### src/hw/gdfsb_params.svh
// Purpose: Offsets, field positions, reset values and counts of the
//          gate driver fault status bank.
// Assumes: Eight-bit registers addressed by a six-bit offset.
// Notes:   Definitions only.
`ifndef GDFSB_PARAMS_SVH
`define GDFSB_PARAMS_SVH

`define GDFSB_OFF_GLOBAL      6'h00
`define GDFSB_OFF_DS_LOW      6'h01
`define GDFSB_OFF_DS_HIGH     6'h02
`define GDFSB_OFF_GATE_LOW    6'h03
`define GDFSB_OFF_GATE_HIGH   6'h04
`define GDFSB_OFF_SUPPLY      6'h05
`define GDFSB_OFF_VARIANT     6'h06

`define GDFSB_RST_GLOBAL      8'hc0
`define GDFSB_RST_FLAGS       8'h00
`define GDFSB_RST_VARIANT_HI  4'h0

`define GDFSB_BIT_LINK_OK     7
`define GDFSB_BIT_POWER_ON    6
`define GDFSB_BIT_FAULT       5
`define GDFSB_BIT_WARN        4
`define GDFSB_BIT_TRANSISTOR_FAULT_SUMMARY       3
`define GDFSB_BIT_LOW_SUPPLY  2
`define GDFSB_BIT_HIGH_SUPPLY 1
`define GDFSB_BIT_THERMAL     0

`define GDFSB_FRAME_BITS      5'd16
`define GDFSB_BYTE_LAST       5'd7
`define GDFSB_CNT_MAX         5'd31

`endif

### src/hw/gdfsb_pkg.sv
// Purpose: Types shared by the gate driver fault status bank.
// Assumes: Flags arrive already summarised per kind.
// Notes:   Numbers live in gdfsb_params.svh.
package gdfsb_pkg;

    typedef struct packed {
        logic csN;
        logic sclk;
        logic sdi;
    } gdfsb_spi_t;

    typedef struct packed {
        logic pvddUv;
        logic pvddOv;
        logic vcpUv;
        logic thermalWarningFlag;
        logic thermalShutdownFlag;
        logic watchdogTimeoutFlag;
    } gdfsb_supply_t;

    typedef struct packed {
        logic currentDirectionWarning;
        logic prechargeWarning;
        logic predischargeWarning;
        logic slewTimeWarning;
    } gdfsb_warn_t;

endpackage

### src/hw/gdfsb_sync.sv
// Purpose: Two-stage synchroniser for pin inputs.
// Assumes: Inputs are asynchronous to mclk.
// Notes:   Only the second stage may be read outside.
`timescale 1ns/1ps
module gdfsb_sync #(
    parameter int          WIDTH     = 1,
    parameter logic [WIDTH-1:0] RESET_VAL = '0
) (
    input  wire logic             mclk,
    input  wire logic             rst_n,
    input  wire logic [WIDTH-1:0] din,
    output logic      [WIDTH-1:0] dout
);
    logic [WIDTH-1:0] stage1_r;

    always_ff @(posedge mclk or negedge rst_n) begin
        if (!rst_n) begin
            stage1_r <= RESET_VAL;
            dout     <= RESET_VAL;
        end else begin
            stage1_r <= din;
            dout     <= stage1_r;
        end
    end
endmodule

### src/hw/gdfsb_status_bank.sv
// Purpose: Read-only fault status bank of an eight-channel gate driver,
//          read by a controller over a 16-clock serial frame.
// Assumes: Fault flags come from logic on mclk; serial pins are async.
// Notes:   Reply is the global register, then the addressed register.
// Summary of operation
// - Offsets 0 to 6 decode to the seven status registers.
// - Global register leaves reset at c0.
// - Bit 7 is one until a frame clock count error occurs.
// - Bit 6 is set after power-on reset, else zero.
// - Bit 5 always mirrors the fault interrupt pin state.
// - Bits 4, 2, 1 flag warning, undervoltage, overvoltage; reset zero.
// - Bit 3 is the OR of all overcurrent and gate flags.
// - Bit 0 ORs thermal, watchdog and gate-drive warning flags.
// - Offset 1 holds bridge 1-4 overcurrent pairs, high side first.
// - Offset 2 holds bridge 5-8 overcurrent pairs, high side first.
// - Each overcurrent flag is one while that transistor is faulted.
// - A frame without exactly 16 clocks sets an error, not the pin.
`timescale 1ns/1ps
`include "gdfsb_params.svh"
module gdfsb_status_bank #(
    // Value is arbitrary.
    parameter logic [3:0] VARIANT_ID = 4'h3
) (
    input  wire logic                    mclk,
    input  wire logic                    rst_n,
    input  wire gdfsb_pkg::gdfsb_spi_t   spiIn,
    input  wire logic [15:0]             overcurrentFlags,
    input  wire logic [15:0]             gateFlags,
    input  wire gdfsb_pkg::gdfsb_supply_t supplyFlags,
    input  wire gdfsb_pkg::gdfsb_warn_t  warnFlags,
    input  wire logic                    clearFaults,
    output logic                         sdo,
    output logic                         sdoOe_n,
    output logic                         faultInterruptPin_n
);
    import gdfsb_pkg::*;

    gdfsb_spi_t spiS;
    gdfsb_sync #(
        .WIDTH     (3),
        .RESET_VAL (3'h4)
    ) u_sync (
        .mclk  (mclk),
        .rst_n (rst_n),
        .din   (spiIn),
        .dout  (spiS)
    );

    // Status group.
    logic [7:0] globalReg_r, globalReg_nxt;
    logic [7:0] dsLow_r, dsHigh_r, gateLow_r, gateHigh_r, supplyReg_r;
    logic       frameErr_r, frameErr_nxt;
    logic       por_r, por_nxt;
    logic       pin_n_nxt;
    logic       dsGs, lowSupply, highSupply, thermalSum, warnSum, faultSum;

    // Serial group.
    logic       prevCs_r, prevSclk_r;
    logic [4:0] bitCnt_r, bitCnt_nxt;
    logic [7:0] rxShift_r, rxShift_nxt;
    logic [7:0] txSnap_r, txSnap_nxt;
    logic [7:0] rdData_r, rdData_nxt;
    logic       sdo_nxt, sdoOe_n_nxt;
    logic       csFall, csRise, sclkFall, sclkRise, active, byteDone;
    logic [7:0] readMux;

    always_comb begin
        dsGs       = |{overcurrentFlags, gateFlags};
        lowSupply  = supplyFlags.pvddUv | supplyFlags.vcpUv;
        highSupply = supplyFlags.pvddOv;
        thermalSum = supplyFlags.thermalWarningFlag
                   | supplyFlags.thermalShutdownFlag
                   | supplyFlags.watchdogTimeoutFlag
                   | (|warnFlags);
        warnSum    = supplyFlags.thermalWarningFlag | (|warnFlags);
        // Frame errors stay off the pin so a noisy bus cannot trip it.
        faultSum   = dsGs | lowSupply | highSupply
                   | supplyFlags.thermalShutdownFlag
                   | supplyFlags.watchdogTimeoutFlag;
        pin_n_nxt  = ~faultSum;
        // A new error in the clearing cycle wins over the clear.
        if (csRise && bitCnt_r != `GDFSB_FRAME_BITS) begin
            frameErr_nxt = 1'b1;
        end else if (clearFaults) begin
            frameErr_nxt = 1'b0;
        end else begin
            frameErr_nxt = frameErr_r;
        end
        por_nxt = clearFaults ? 1'b0 : por_r;
        globalReg_nxt = {~frameErr_nxt, por_nxt, faultSum,
                         warnSum, dsGs, lowSupply, highSupply,
                         thermalSum};
    end

    always_ff @(posedge mclk or negedge rst_n) begin
        if (!rst_n) begin
            globalReg_r         <= `GDFSB_RST_GLOBAL;
            dsLow_r             <= `GDFSB_RST_FLAGS;
            dsHigh_r            <= `GDFSB_RST_FLAGS;
            gateLow_r           <= `GDFSB_RST_FLAGS;
            gateHigh_r          <= `GDFSB_RST_FLAGS;
            supplyReg_r         <= `GDFSB_RST_FLAGS;
            frameErr_r          <= 1'b0;
            por_r               <= 1'b1;
            faultInterruptPin_n <= 1'b1;
        end else begin
            globalReg_r         <= globalReg_nxt;
            dsLow_r             <= overcurrentFlags[15:8];
            dsHigh_r            <= overcurrentFlags[7:0];
            gateLow_r           <= gateFlags[15:8];
            gateHigh_r          <= gateFlags[7:0];
            supplyReg_r         <= {supplyFlags, frameErr_nxt, 1'b0};
            frameErr_r          <= frameErr_nxt;
            por_r               <= por_nxt;
            faultInterruptPin_n <= pin_n_nxt;
        end
    end

    // Reads only; the frame's write flag and data byte are discarded.
    // The offset is formed from the shift register and the incoming bit,
    // so the mux does not depend on the serial next-state process.
    always_comb begin
        unique case ({rxShift_r[4:0], spiS.sdi})
            `GDFSB_OFF_GLOBAL:    readMux = globalReg_r;
            `GDFSB_OFF_DS_LOW:    readMux = dsLow_r;
            `GDFSB_OFF_DS_HIGH:   readMux = dsHigh_r;
            `GDFSB_OFF_GATE_LOW:  readMux = gateLow_r;
            `GDFSB_OFF_GATE_HIGH: readMux = gateHigh_r;
            `GDFSB_OFF_SUPPLY:    readMux = supplyReg_r;
            `GDFSB_OFF_VARIANT:   readMux = {`GDFSB_RST_VARIANT_HI,
                                             VARIANT_ID};
            default:              readMux = 8'h00;
        endcase
    end

    always_comb begin
        csFall   = prevCs_r && !spiS.csN;
        csRise   = !prevCs_r && spiS.csN;
        active   = !spiS.csN;
        sclkFall = active && prevSclk_r && !spiS.sclk;
        sclkRise = active && !prevSclk_r && spiS.sclk;
        byteDone = sclkFall && bitCnt_r == `GDFSB_BYTE_LAST;
        bitCnt_nxt  = bitCnt_r;
        rxShift_nxt = rxShift_r;
        txSnap_nxt  = txSnap_r;
        rdData_nxt  = rdData_r;
        sdo_nxt     = sdo;
        sdoOe_n_nxt = sdoOe_n;
        if (csFall) begin
            bitCnt_nxt  = 5'd0;
            txSnap_nxt  = globalReg_r;
            sdo_nxt     = globalReg_r[7];
            sdoOe_n_nxt = 1'b0;
        end else if (csRise) begin
            sdoOe_n_nxt = 1'b1;
        end
        if (sclkFall) begin
            rxShift_nxt = {rxShift_r[6:0], spiS.sdi};
            if (bitCnt_r != `GDFSB_CNT_MAX) begin
                bitCnt_nxt = bitCnt_r + 5'd1;
            end
        end
        if (byteDone) begin
            rdData_nxt = readMux;
        end
        if (sclkRise) begin
            if (bitCnt_r < 5'd8) begin
                sdo_nxt = txSnap_r[~bitCnt_r[2:0]];
            end else if (bitCnt_r < `GDFSB_FRAME_BITS) begin
                sdo_nxt = rdData_r[~bitCnt_r[2:0]];
            end else begin
                sdo_nxt = 1'b0;
            end
        end
    end

    always_ff @(posedge mclk or negedge rst_n) begin
        if (!rst_n) begin
            prevCs_r   <= 1'b1;
            prevSclk_r <= 1'b0;
            bitCnt_r   <= 5'd0;
            rxShift_r  <= 8'h00;
            txSnap_r   <= 8'h00;
            rdData_r   <= 8'h00;
            sdo        <= 1'b0;
            sdoOe_n    <= 1'b1;
        end else begin
            prevCs_r   <= spiS.csN;
            prevSclk_r <= spiS.sclk;
            bitCnt_r   <= bitCnt_nxt;
            rxShift_r  <= rxShift_nxt;
            txSnap_r   <= txSnap_nxt;
            rdData_r   <= rdData_nxt;
            sdo        <= sdo_nxt;
            sdoOe_n    <= sdoOe_n_nxt;
        end
    end

    property p_globalReset;
        @(posedge mclk) $rose(rst_n) |-> globalReg_r == 8'hc0;
    endproperty
    a_globalReset: assert property (p_globalReset)
        else $error("global register not c0 after reset");

    property p_linkOk;
        @(posedge mclk) disable iff (!rst_n)
        (csRise && bitCnt_r != 5'd16) |=> !globalReg_r[7] && supplyReg_r[1];
    endproperty
    a_linkOk: assert property (p_linkOk)
        else $error("frame count error not flagged");

    property p_powerOn;
        @(posedge mclk) disable iff (!rst_n)
        $fell(globalReg_r[6]) |-> $past(clearFaults);
    endproperty
    a_powerOn: assert property (p_powerOn)
        else $error("power-on bit cleared without request");

    property p_pinMirror;
        @(posedge mclk) disable iff (!rst_n)
        globalReg_r[5] == !faultInterruptPin_n;
    endproperty
    a_pinMirror: assert property (p_pinMirror)
        else $error("fault bit differs from pin");

    property p_summary;
        @(posedge mclk) disable iff (!rst_n)
        ##1 globalReg_r[2:1] == {$past(supplyFlags.pvddUv | supplyFlags.vcpUv),
                                 $past(supplyFlags.pvddOv)};
    endproperty
    a_summary: assert property (p_summary)
        else $error("supply summary bits wrong");

    property p_dsGs;
        @(posedge mclk) disable iff (!rst_n)
        ##1 globalReg_r[3] == $past(|{overcurrentFlags, gateFlags})
            && globalReg_r[5] == !faultInterruptPin_n;
    endproperty
    a_dsGs: assert property (p_dsGs)
        else $error("transistor summary bit not set");

    property p_thermal;
        @(posedge mclk) disable iff (!rst_n)
        (warnFlags != 4'h0) |=> globalReg_r[0] && globalReg_r[4];
    endproperty
    a_thermal: assert property (p_thermal)
        else $error("warning summary bit not set");

    property p_dsMap;
        @(posedge mclk) disable iff (!rst_n)
        ##1 {dsLow_r, dsHigh_r} == $past(overcurrentFlags);
    endproperty
    a_dsMap: assert property (p_dsMap)
        else $error("overcurrent bit mapping wrong");

    property p_noPinOnFrameErr;
        @(posedge mclk) disable iff (!rst_n)
        ##1 faultInterruptPin_n == !$past(dsGs | lowSupply | highSupply
            | supplyFlags.thermalShutdownFlag
            | supplyFlags.watchdogTimeoutFlag);
    endproperty
    a_noPinOnFrameErr: assert property (p_noPinOnFrameErr)
        else $error("pin does not follow fault causes");

    property p_readDs;
        @(posedge mclk) disable iff (!rst_n)
        (byteDone && rxShift_nxt[5:0] == 6'h01) |=> rdData_r == $past(dsLow_r);
    endproperty
    a_readDs: assert property (p_readDs)
        else $error("offset 1 read returned wrong data");
endmodule

### config.mk
export PLATFORM = sky130hd
export DESIGN_NAME = gdfsb_status_bank
export DESIGN_NICKNAME = d
export VERILOG_FILES = /design/src/hw/gdfsb_pkg.sv /design/src/hw/gdfsb_sync.sv /design/src/hw/gdfsb_status_bank.sv
export VERILOG_INCLUDE_DIRS = /design/src /design/src/hw
export SDC_FILE = /design/constraint.sdc
export NUM_CORES = 1
export LEC_CHECK = 0
export ABC_AREA = 1
export BUFFER_PORTS_ARGS = -buffer_cell sky130_fd_sc_hd__buf_2
export CORE_ASPECT_RATIO = 1.25
export CORE_MARGIN = 3
export CORE_UTILIZATION = 40
export DETAILED_ROUTE_END_ITERATION = 10
export PLACE_DENSITY = 0.59
export SLEW_MARGIN = 5
export SYNTH_ARGS = -nofsm -noshare
export SYNTH_HDL_FRONTEND = slang
export SYNTH_SLANG_ARGS = --single-unit
### constraint.sdc
create_clock -name mclk -period 1.35 [get_ports mclk]
set_input_delay 0.27 -clock mclk [delete_from_list [all_inputs] [get_ports mclk]]
set_output_delay 0.27 -clock mclk [all_outputs]
set_load 0.05 [all_outputs]
==> results of run 1 <==
[layer usage]
| layer | share of wire, % | wire length [um] | GRT usage, % | vias up |
|---|---|---|---|---|
| li1 | - | - | - | 1448 |
| met1 | 43 | 3300 | 19.6 | 1337 |
| met2 | 51 | 3960 | 28.2 | 61 |
| met3 | 4.1 | 315 | 4.46 | 16 |
| met4 | 2.3 | 182 | 6.95 | 0 |
| met5 | 0 | 0 | 0 | - |
[layout by cell type (no fill, tap or decap), types with 2 or more instances in the layout]
cell and count:
buf_2 47, nor3_2 2, a22oi_2 2, dfrtp_1 73, ha_1 2, nor2_2 5
buf_4 18, inv_2 3, buf_12 3, inv_1 68, nand2_2 5, dfrtp_2 3
dlygate4sd3_1 4, nor2_1 60, buf_6 7, nand2_1 90, nand3_4 3, nand3_1 22
o21ai_0 13, o21ai_2 3, ha_2 2, bufinv_16 2, clkbuf_1 2, nand4_1 22
nor2_4 8, buf_8 2, clkbuf_8 10, nand3_2 4, inv_4 2, dfstp_2 7
[final cells by class]
cell class                 instances  area [sq um]  share of cell area, %
multi-input combinational        250          1310                   28.3
clock inverter                     4          73.8                   1.60
inverter                          73           279                   6.03
clock buffer                      12           145                   3.14
sequential                        83          2090                   45.1
tap                              120           150                   3.24
timing repair buffer              81           579                   12.5
[worst max-delay path: cells and delay by family, from the launching register on]
family          cells  cell delay [ns]
compound gates      2             0.20
fa+ha+maj           2             0.37
buf+inv             1             0.07
flops               1             0.38
simple gates        4             0.32
[per-stage QoR]
step / cells / hold WS, ns / worst slack [ns] / TNS [ns]
after floorplan: 414 / -0.0256 / -0.0346 / -0.0346
after global placement: 597 / 0.163 / -0.0832 / -0.0832
after detailed placement: 597 / 0.157 / -0.141 / -0.398
after CTS: 618 / 0.00235 / -0.0378 / -0.117
after global routing: 623 / 0.00851 / -0.142 / -1.15
final: 623 / 0.0236 / -0.0432 / -0.0571
[flip-flops by register name, summed over array words and instances (netlist names), 3 cells and up]
signal and count:
globalReg_r 8, u_sync.dout 3, rdData_r 8, bitCnt_r 5, supplyReg_r 6, txSnap_r 8
rxShift_r 5, dsHigh_r 8, gateHigh_r 8, dsLow_r 8, gateLow_r 8, u_sync.stage1_r 3
[worst min-delay path by stage]
stage / slack [ns] / depth (start not counted) / to / from
2_1_floorplan: -0.03 / 0 / bitCnt_r[0]$_DFF_PN0_ / rst_n
3_3_place_gp: 0.16 / 1 / bitCnt_r[2]$_DFF_PN0_ / rst_n
3_5_place_dp: 0.16 / 1 / rxShift_r[3]$_DFFE_PN0P_ / rst_n
4_1_cts: 0.002 / 1 / gateHigh_r[6]$_DFF_PN0_ / gateFlags[6]
5_1_grt: 0.009 / 1 / gateHigh_r[0]$_DFF_PN0_ / gateFlags[0]
6_report: 0.02 / 1 / dsHigh_r[4]$_DFF_PN0_ / overcurrentFlags[4]
[power breakdown]
part | leakage (nW) | switching [mW] | internal (mW)
logic | 1.31 | 0.574 | 0.423
clock network | 0.111 | 0.864 | 1.09
registers | 0.979 | 0.107 | 2.65
[kinds of logic after synthesis]
kind of cell / share of synthesized area [%]
adder cells (fa/ha/maj): 1.74
AO/OA/AOI/OAI: 2.93
buffers and inverters: 8.96
AND/OR/NAND/NOR: 28.2
flip-flops: 58.1
[timing repair]
item                       4_1_cts  5_1_grt
cloned                           0        1
pin swaps                        2        5
hold buffers                     4        0
buffers inserted                 1        4
hold endpoints to repair        17        0
setup endpoints to repair       19       20
gates resized for setup         21       30
==> metrics.cfg, run 1 <==
[power_and_ir_drop]
irDropWorstVdd_mv = 0.709
cellLeakagePower_nw = 2.40
total_power_mw = 5.71
power_density_nw_per_um2 = 1230

[job]
max-cap-violations = 0

[setup_path]
worstPathMaxFanout = 3
end_kind = flop
path_class = flop to flop
cp_data_required_time_ns = 1.65
crit_arrival_ns = 1.69
crit_path_max_incr_delay_ns = 0.38
worstSetupStartpoint = bitCnt_r[0]$_DFF_PN0_
cpMaxStageDelayCell = dfrtp_1
reg2reg_from = bitCnt_r[0]$_DFF_PN0_
crit_end = bitCnt_r[3]$_DFF_PN0_
reg2reg_to = bitCnt_r[3]$_DFF_PN0_
path_cells = ha_2 -> nand2_4 -> nor2_4 -> ha_4 -> nor2_4 -> inv_2 -> o21ai_2 -> o21ai_2 -> nor2_1
reg2reg_depth = 9
crit_path_start_kind = flop
rrSetupSlack_ns = -0.04

[floorplanning]
core_sq_um = 8700
rows = 38
fp.dieW_um = 90.7
dieArea_sq_um = 10100
die_h_um = 112
pin_count = 51
start_util_pct = 41.2

[clocking]
root_buffer = clkbuf_8
clkSlewWorstSetupHoldPaths_ns = 0.08
cts_tree = done
htree_levels = 3
numClockSinks = 83
clk_latency_ns = 0.36
numCtsBuffers = 9
clock_path_buffers = 2

[cells_and_area]
antenna_cells = 0
synthToLayoutAreaGrowth_pct = 29.0
fill_cells = 819
final_core_util_pct = 53.2
final_area_sq_um = 4630
drive_gt1_share_pct = 28.2
final_net_count = 551

[detailed_routing]
viasPerCell = 4.59
final_antenna_net_count = 0
drtIter0Drc = 120
finalWirelength_mm = 7.76
num_vias = 2862
routedWlPerCell_um = 12.5
drc = 0
first_pass_iters = 4

[synth]
ys_warn_count = 0
synth_ff_type = dfrtp_1
syn_inst = 414
netlist_top_cells_count = nand2_1, dfrtp_1, inv_1
synth_most_common_cell = nand2_1
yosysTopAreaCell = dfrtp_1
syn_area_per_cell_sq_um = 8.66
async_flop_share_pct = 100
synth_top_cell_area_share_pct = 53.0
ys_ff_latch = 83
yosysSeqAreaShare_pct = 58.1
synth_area_leaders = dfrtp_1, nand2_1, inv_1
synthesis.area_sq_um = 3590
synth_cell_type_count = 23
synth_fp_nets = 467
synth_edf_count = 0

[timing]
setup_viol = 2
drv_slew = 0
worst_slew_pin_slew_ns = 0.373
fin_crit_sh_pct = 103
fin_ws_ns = -0.0432
clock_skew_ns = 0.00914
period_minus_slack_ns = 1.39
final_hold_viol_count = 0
rsz0062_at_grt = yes
max_slew_margin_pct = 74.9
fmaxAchievable_ghz = 0.718

[placement]
dpl-instance-area_sq_um = 4150
gp_congestion = 0.864
numPortBuffers = 50
place_hpwl_mm = 5.88

[grt]
grt_pass1_vias = 2777
gr-total-overflow = 0
gr-usage-all-layers_pct = 16.5
antenna_found_initial = 0
grt_pass1_wl_mm = 13.1
grt_max_degree = 37

[min_path]
hold_path.class = input port to flop

[status]
outcome = finished with violations
failed_checks = setup timing

Note: power is estimated with default switching activity, not from simulation.
==> run 2: changes to the inputs <==
--- a/config.mk
+++ b/config.mk
@@ -8,10 +8,10 @@
 export LEC_CHECK = 0
 export ABC_AREA = 1
 export BUFFER_PORTS_ARGS = -buffer_cell sky130_fd_sc_hd__buf_2
-export CORE_ASPECT_RATIO = 1.25
 export CORE_MARGIN = 3
 export CORE_UTILIZATION = 40
 export DETAILED_ROUTE_END_ITERATION = 10
+export GPL_ROUTABILITY_DRIVEN = 0
 export PLACE_DENSITY = 0.59
 export SLEW_MARGIN = 5
 export SYNTH_ARGS = -nofsm -noshare
==> metrics.cfg, run 2 (same netlist as run 1, synthesis figures left out) <==
[cells_and_area]
drive_gt1_share_pct = 25.8  ; -2.5 points
final_cell_mix = nand2_1, dfrtp_1, inv_1
final_common_cell = nand2_1
synthToLayoutAreaGrowth_pct = 24.3
antenna_cells = 0  ; unchanged
final_net_count = 545  ; -1.1%
final_area_sq_um = 4460  ; -3.6%

[timing]
clock_skew_ns = 0.0126  ; +0.00342 ns
fin_ws_ns = -0.0522  ; -0.00902 ns
fin_crit_sh_pct = 104  ; +0.67 points
period_minus_slack_ns = 1.40  ; +0.00902 ns
drv_slew = 0  ; unchanged
fin_tns_setup_ns = -0.200  ; -0.143 ns
final_hold_viol_count = 0  ; unchanged
max_slew_margin_pct = 78.2  ; +3.3 points
whs_ns = 0.0232  ; -0.000390 ns
setup_viol = 9  ; +7
rsz0062_at_grt = yes
worst_slew_pin_slew_ns = 0.324  ; -0.0494 ns
fmaxAchievable_ghz = 0.713  ; -0.64%

[placement]
dp_slack_ns = -0.0703  ; +0.0708 ns
dpl-instance-area_sq_um = 4140  ; -0.15%
place_hpwl_mm = 5.85  ; -0.54%
numPortBuffers = 50  ; unchanged

[setup_path]
path_class = flop to flop
end_kind = flop
crit_path_start_kind = flop
cp_data_required_time_ns = 1.63  ; -0.02 ns
worstPathMaxFanout = 3  ; unchanged
crit_arrival_ns = 1.68  ; about the same

[floorplanning]
start_util_pct = 42.4  ; +1.2 points
rows = 33  ; -13%
dieArea_sq_um = 10100  ; about the same
fp.dieW_um = 101  ; +11%
pin_count = 51  ; unchanged
die_h_um = 101  ; -10%
core_sq_um = 8460  ; -2.7%

[grt]
grt_pass1_wl_mm = 13.1  ; -0.42%
gr-usage-all-layers_pct = 16.5  ; -0.059 points
grt_pass1_vias = 2783  ; +0.22%
antenna_found_initial = 0  ; unchanged
grt_max_degree = 39  ; +5.4%
gr-total-overflow = 0  ; unchanged

[clocking]
root_buffer = clkbuf_8
htree_levels = 3  ; unchanged
numCtsBuffers = 9  ; unchanged
cts_tree = done
clk_latency_ns = 0.36  ; about the same
clkSlewWorstSetupHoldPaths_ns = 0.08  ; about the same
clock_path_buffers = 2  ; unchanged
numClockSinks = 83  ; unchanged

[detailed_routing]
final_antenna_net_count = 0  ; unchanged
first_pass_iters = 4  ; unchanged
routedWlPerCell_um = 12.5  ; +0.57%
viasPerCell = 4.58  ; -0.20%
num_vias = 2760  ; -3.6%
drc = 0  ; unchanged
drtIter0Drc = 71  ; -41%
finalWirelength_mm = 7.54  ; -2.8%

[power_and_ir_drop]
internal_power_mw = 3.90  ; -6.4%
p_seq_share_pct = 50.5  ; +2.2 points
power_density_nw_per_um2 = 1220  ; -1.1%
switchingPower_mw = 1.54  ; about the same
p_sw_share_pct = 28.4  ; +1.3 points
irDropWorstVdd_mv = 0.738  ; +4.1%
combPwrFrac_pct = 16.9  ; -0.6 points
clockPowerShare_pct = 32.5  ; -1.8 points
cellLeakagePower_nw = 2.32  ; -3.0%

[min_path]
hold_path.class = input port to flop

[job]
max-cap-violations = 0  ; unchanged

[status]
failed_checks = setup timing
outcome = finished with violations

==> run 2: cell type report <==
cell class	count	area [sq um]
multi-input combinational	249	1230
tap	105	131
sequential	83	2090
fill	807	4000
inverter	73	277
clock buffer	10	128
timing repair buffer	76	533
clock inverter	6	72.6
==> run 2: routing by layer <==
layer	vias up	share of wire (%)	GRT usage (%)	wire length (um)
met3	8	4.2	3.39	317
met1	1265	48	23.1	3580
met5	-	0	0	0
li1	1432	-	-	-
met4	0	1.4	6.22	106
met2	55	47	25.2	3530
==> run 2: final timing paths <==
path	depth (start not counted)	slack (ns)	startpoint	end
worst min register to register	0	0.36	u_sync.stage1_r[0]$_DFF_PN0_	u_sync.dout[0]$_DFF_PN0_
worst max register to register	8	-0.05	bitCnt_r[1]$_DFF_PN0_	bitCnt_r[2]$_DFF_PN0_
worst max-delay path	8	-0.05	bitCnt_r[1]$_DFF_PN0_	bitCnt_r[2]$_DFF_PN0_
worst min-delay path	1	0.02	spiIn[0]	u_sync.stage1_r[0]$_DFF_PN0_
min in group asynchronous	2	0.35	rst_n	rdData_r[2]$_DFFE_PN0P_
max in group asynchronous	3	0.50	rst_n	globalReg_r[7]$_DFF_PN1_
==> run 2: metrics by stage <==
| stage | utilization, % | power (mW) | instances |
|---|---|---|---|
| 2_1_floorplan | - | 3.26 | 414 |
| 3_5_place_dp | 49.0 | 3.67 | 582 |
| 6_report | 52.7 | 5.44 | 602 |
| 4_1_cts | 52.0 | 5.47 | 601 |
| 5_1_grt | 52.7 | 5.75 | 602 |
| 3_3_place_gp | 49.0 | 3.65 | 582 |
==> run 2: repair_timing <==
item / CTS / global route
endpoints found under the setup margin: 18 / 21
hold endpoints to repair: 21 / 0
setup buffers: 0 / 1
hold buffers: 3 / 0
resized for setup: 12 / 17
pin swaps: 2 / 3
==> run 2: critical path, stage by stage, from the launching register on <==
cell and delay (ns):
dfrtp_1 0.39, ha_2 0.19, nand2_2 0.09, nor2_2 0.04, ha_2 0.18, nor2_4 0.11, buf_4 0.12, nand2_1 0.04
a22oi_1 0.16
==> run 2: power by group through the flow <==
stage / combinational [mW] / sequential, mW / clock (mW)
after floorplan: 0.460 / 2.81 / 0
final: 0.923 / 2.75 / 1.77
after global placement: 0.864 / 2.79 / 0
after CTS: 0.899 / 2.75 / 1.83
after detailed placement: 0.876 / 2.79 / 0
after global routing: 1.04 / 2.77 / 1.94
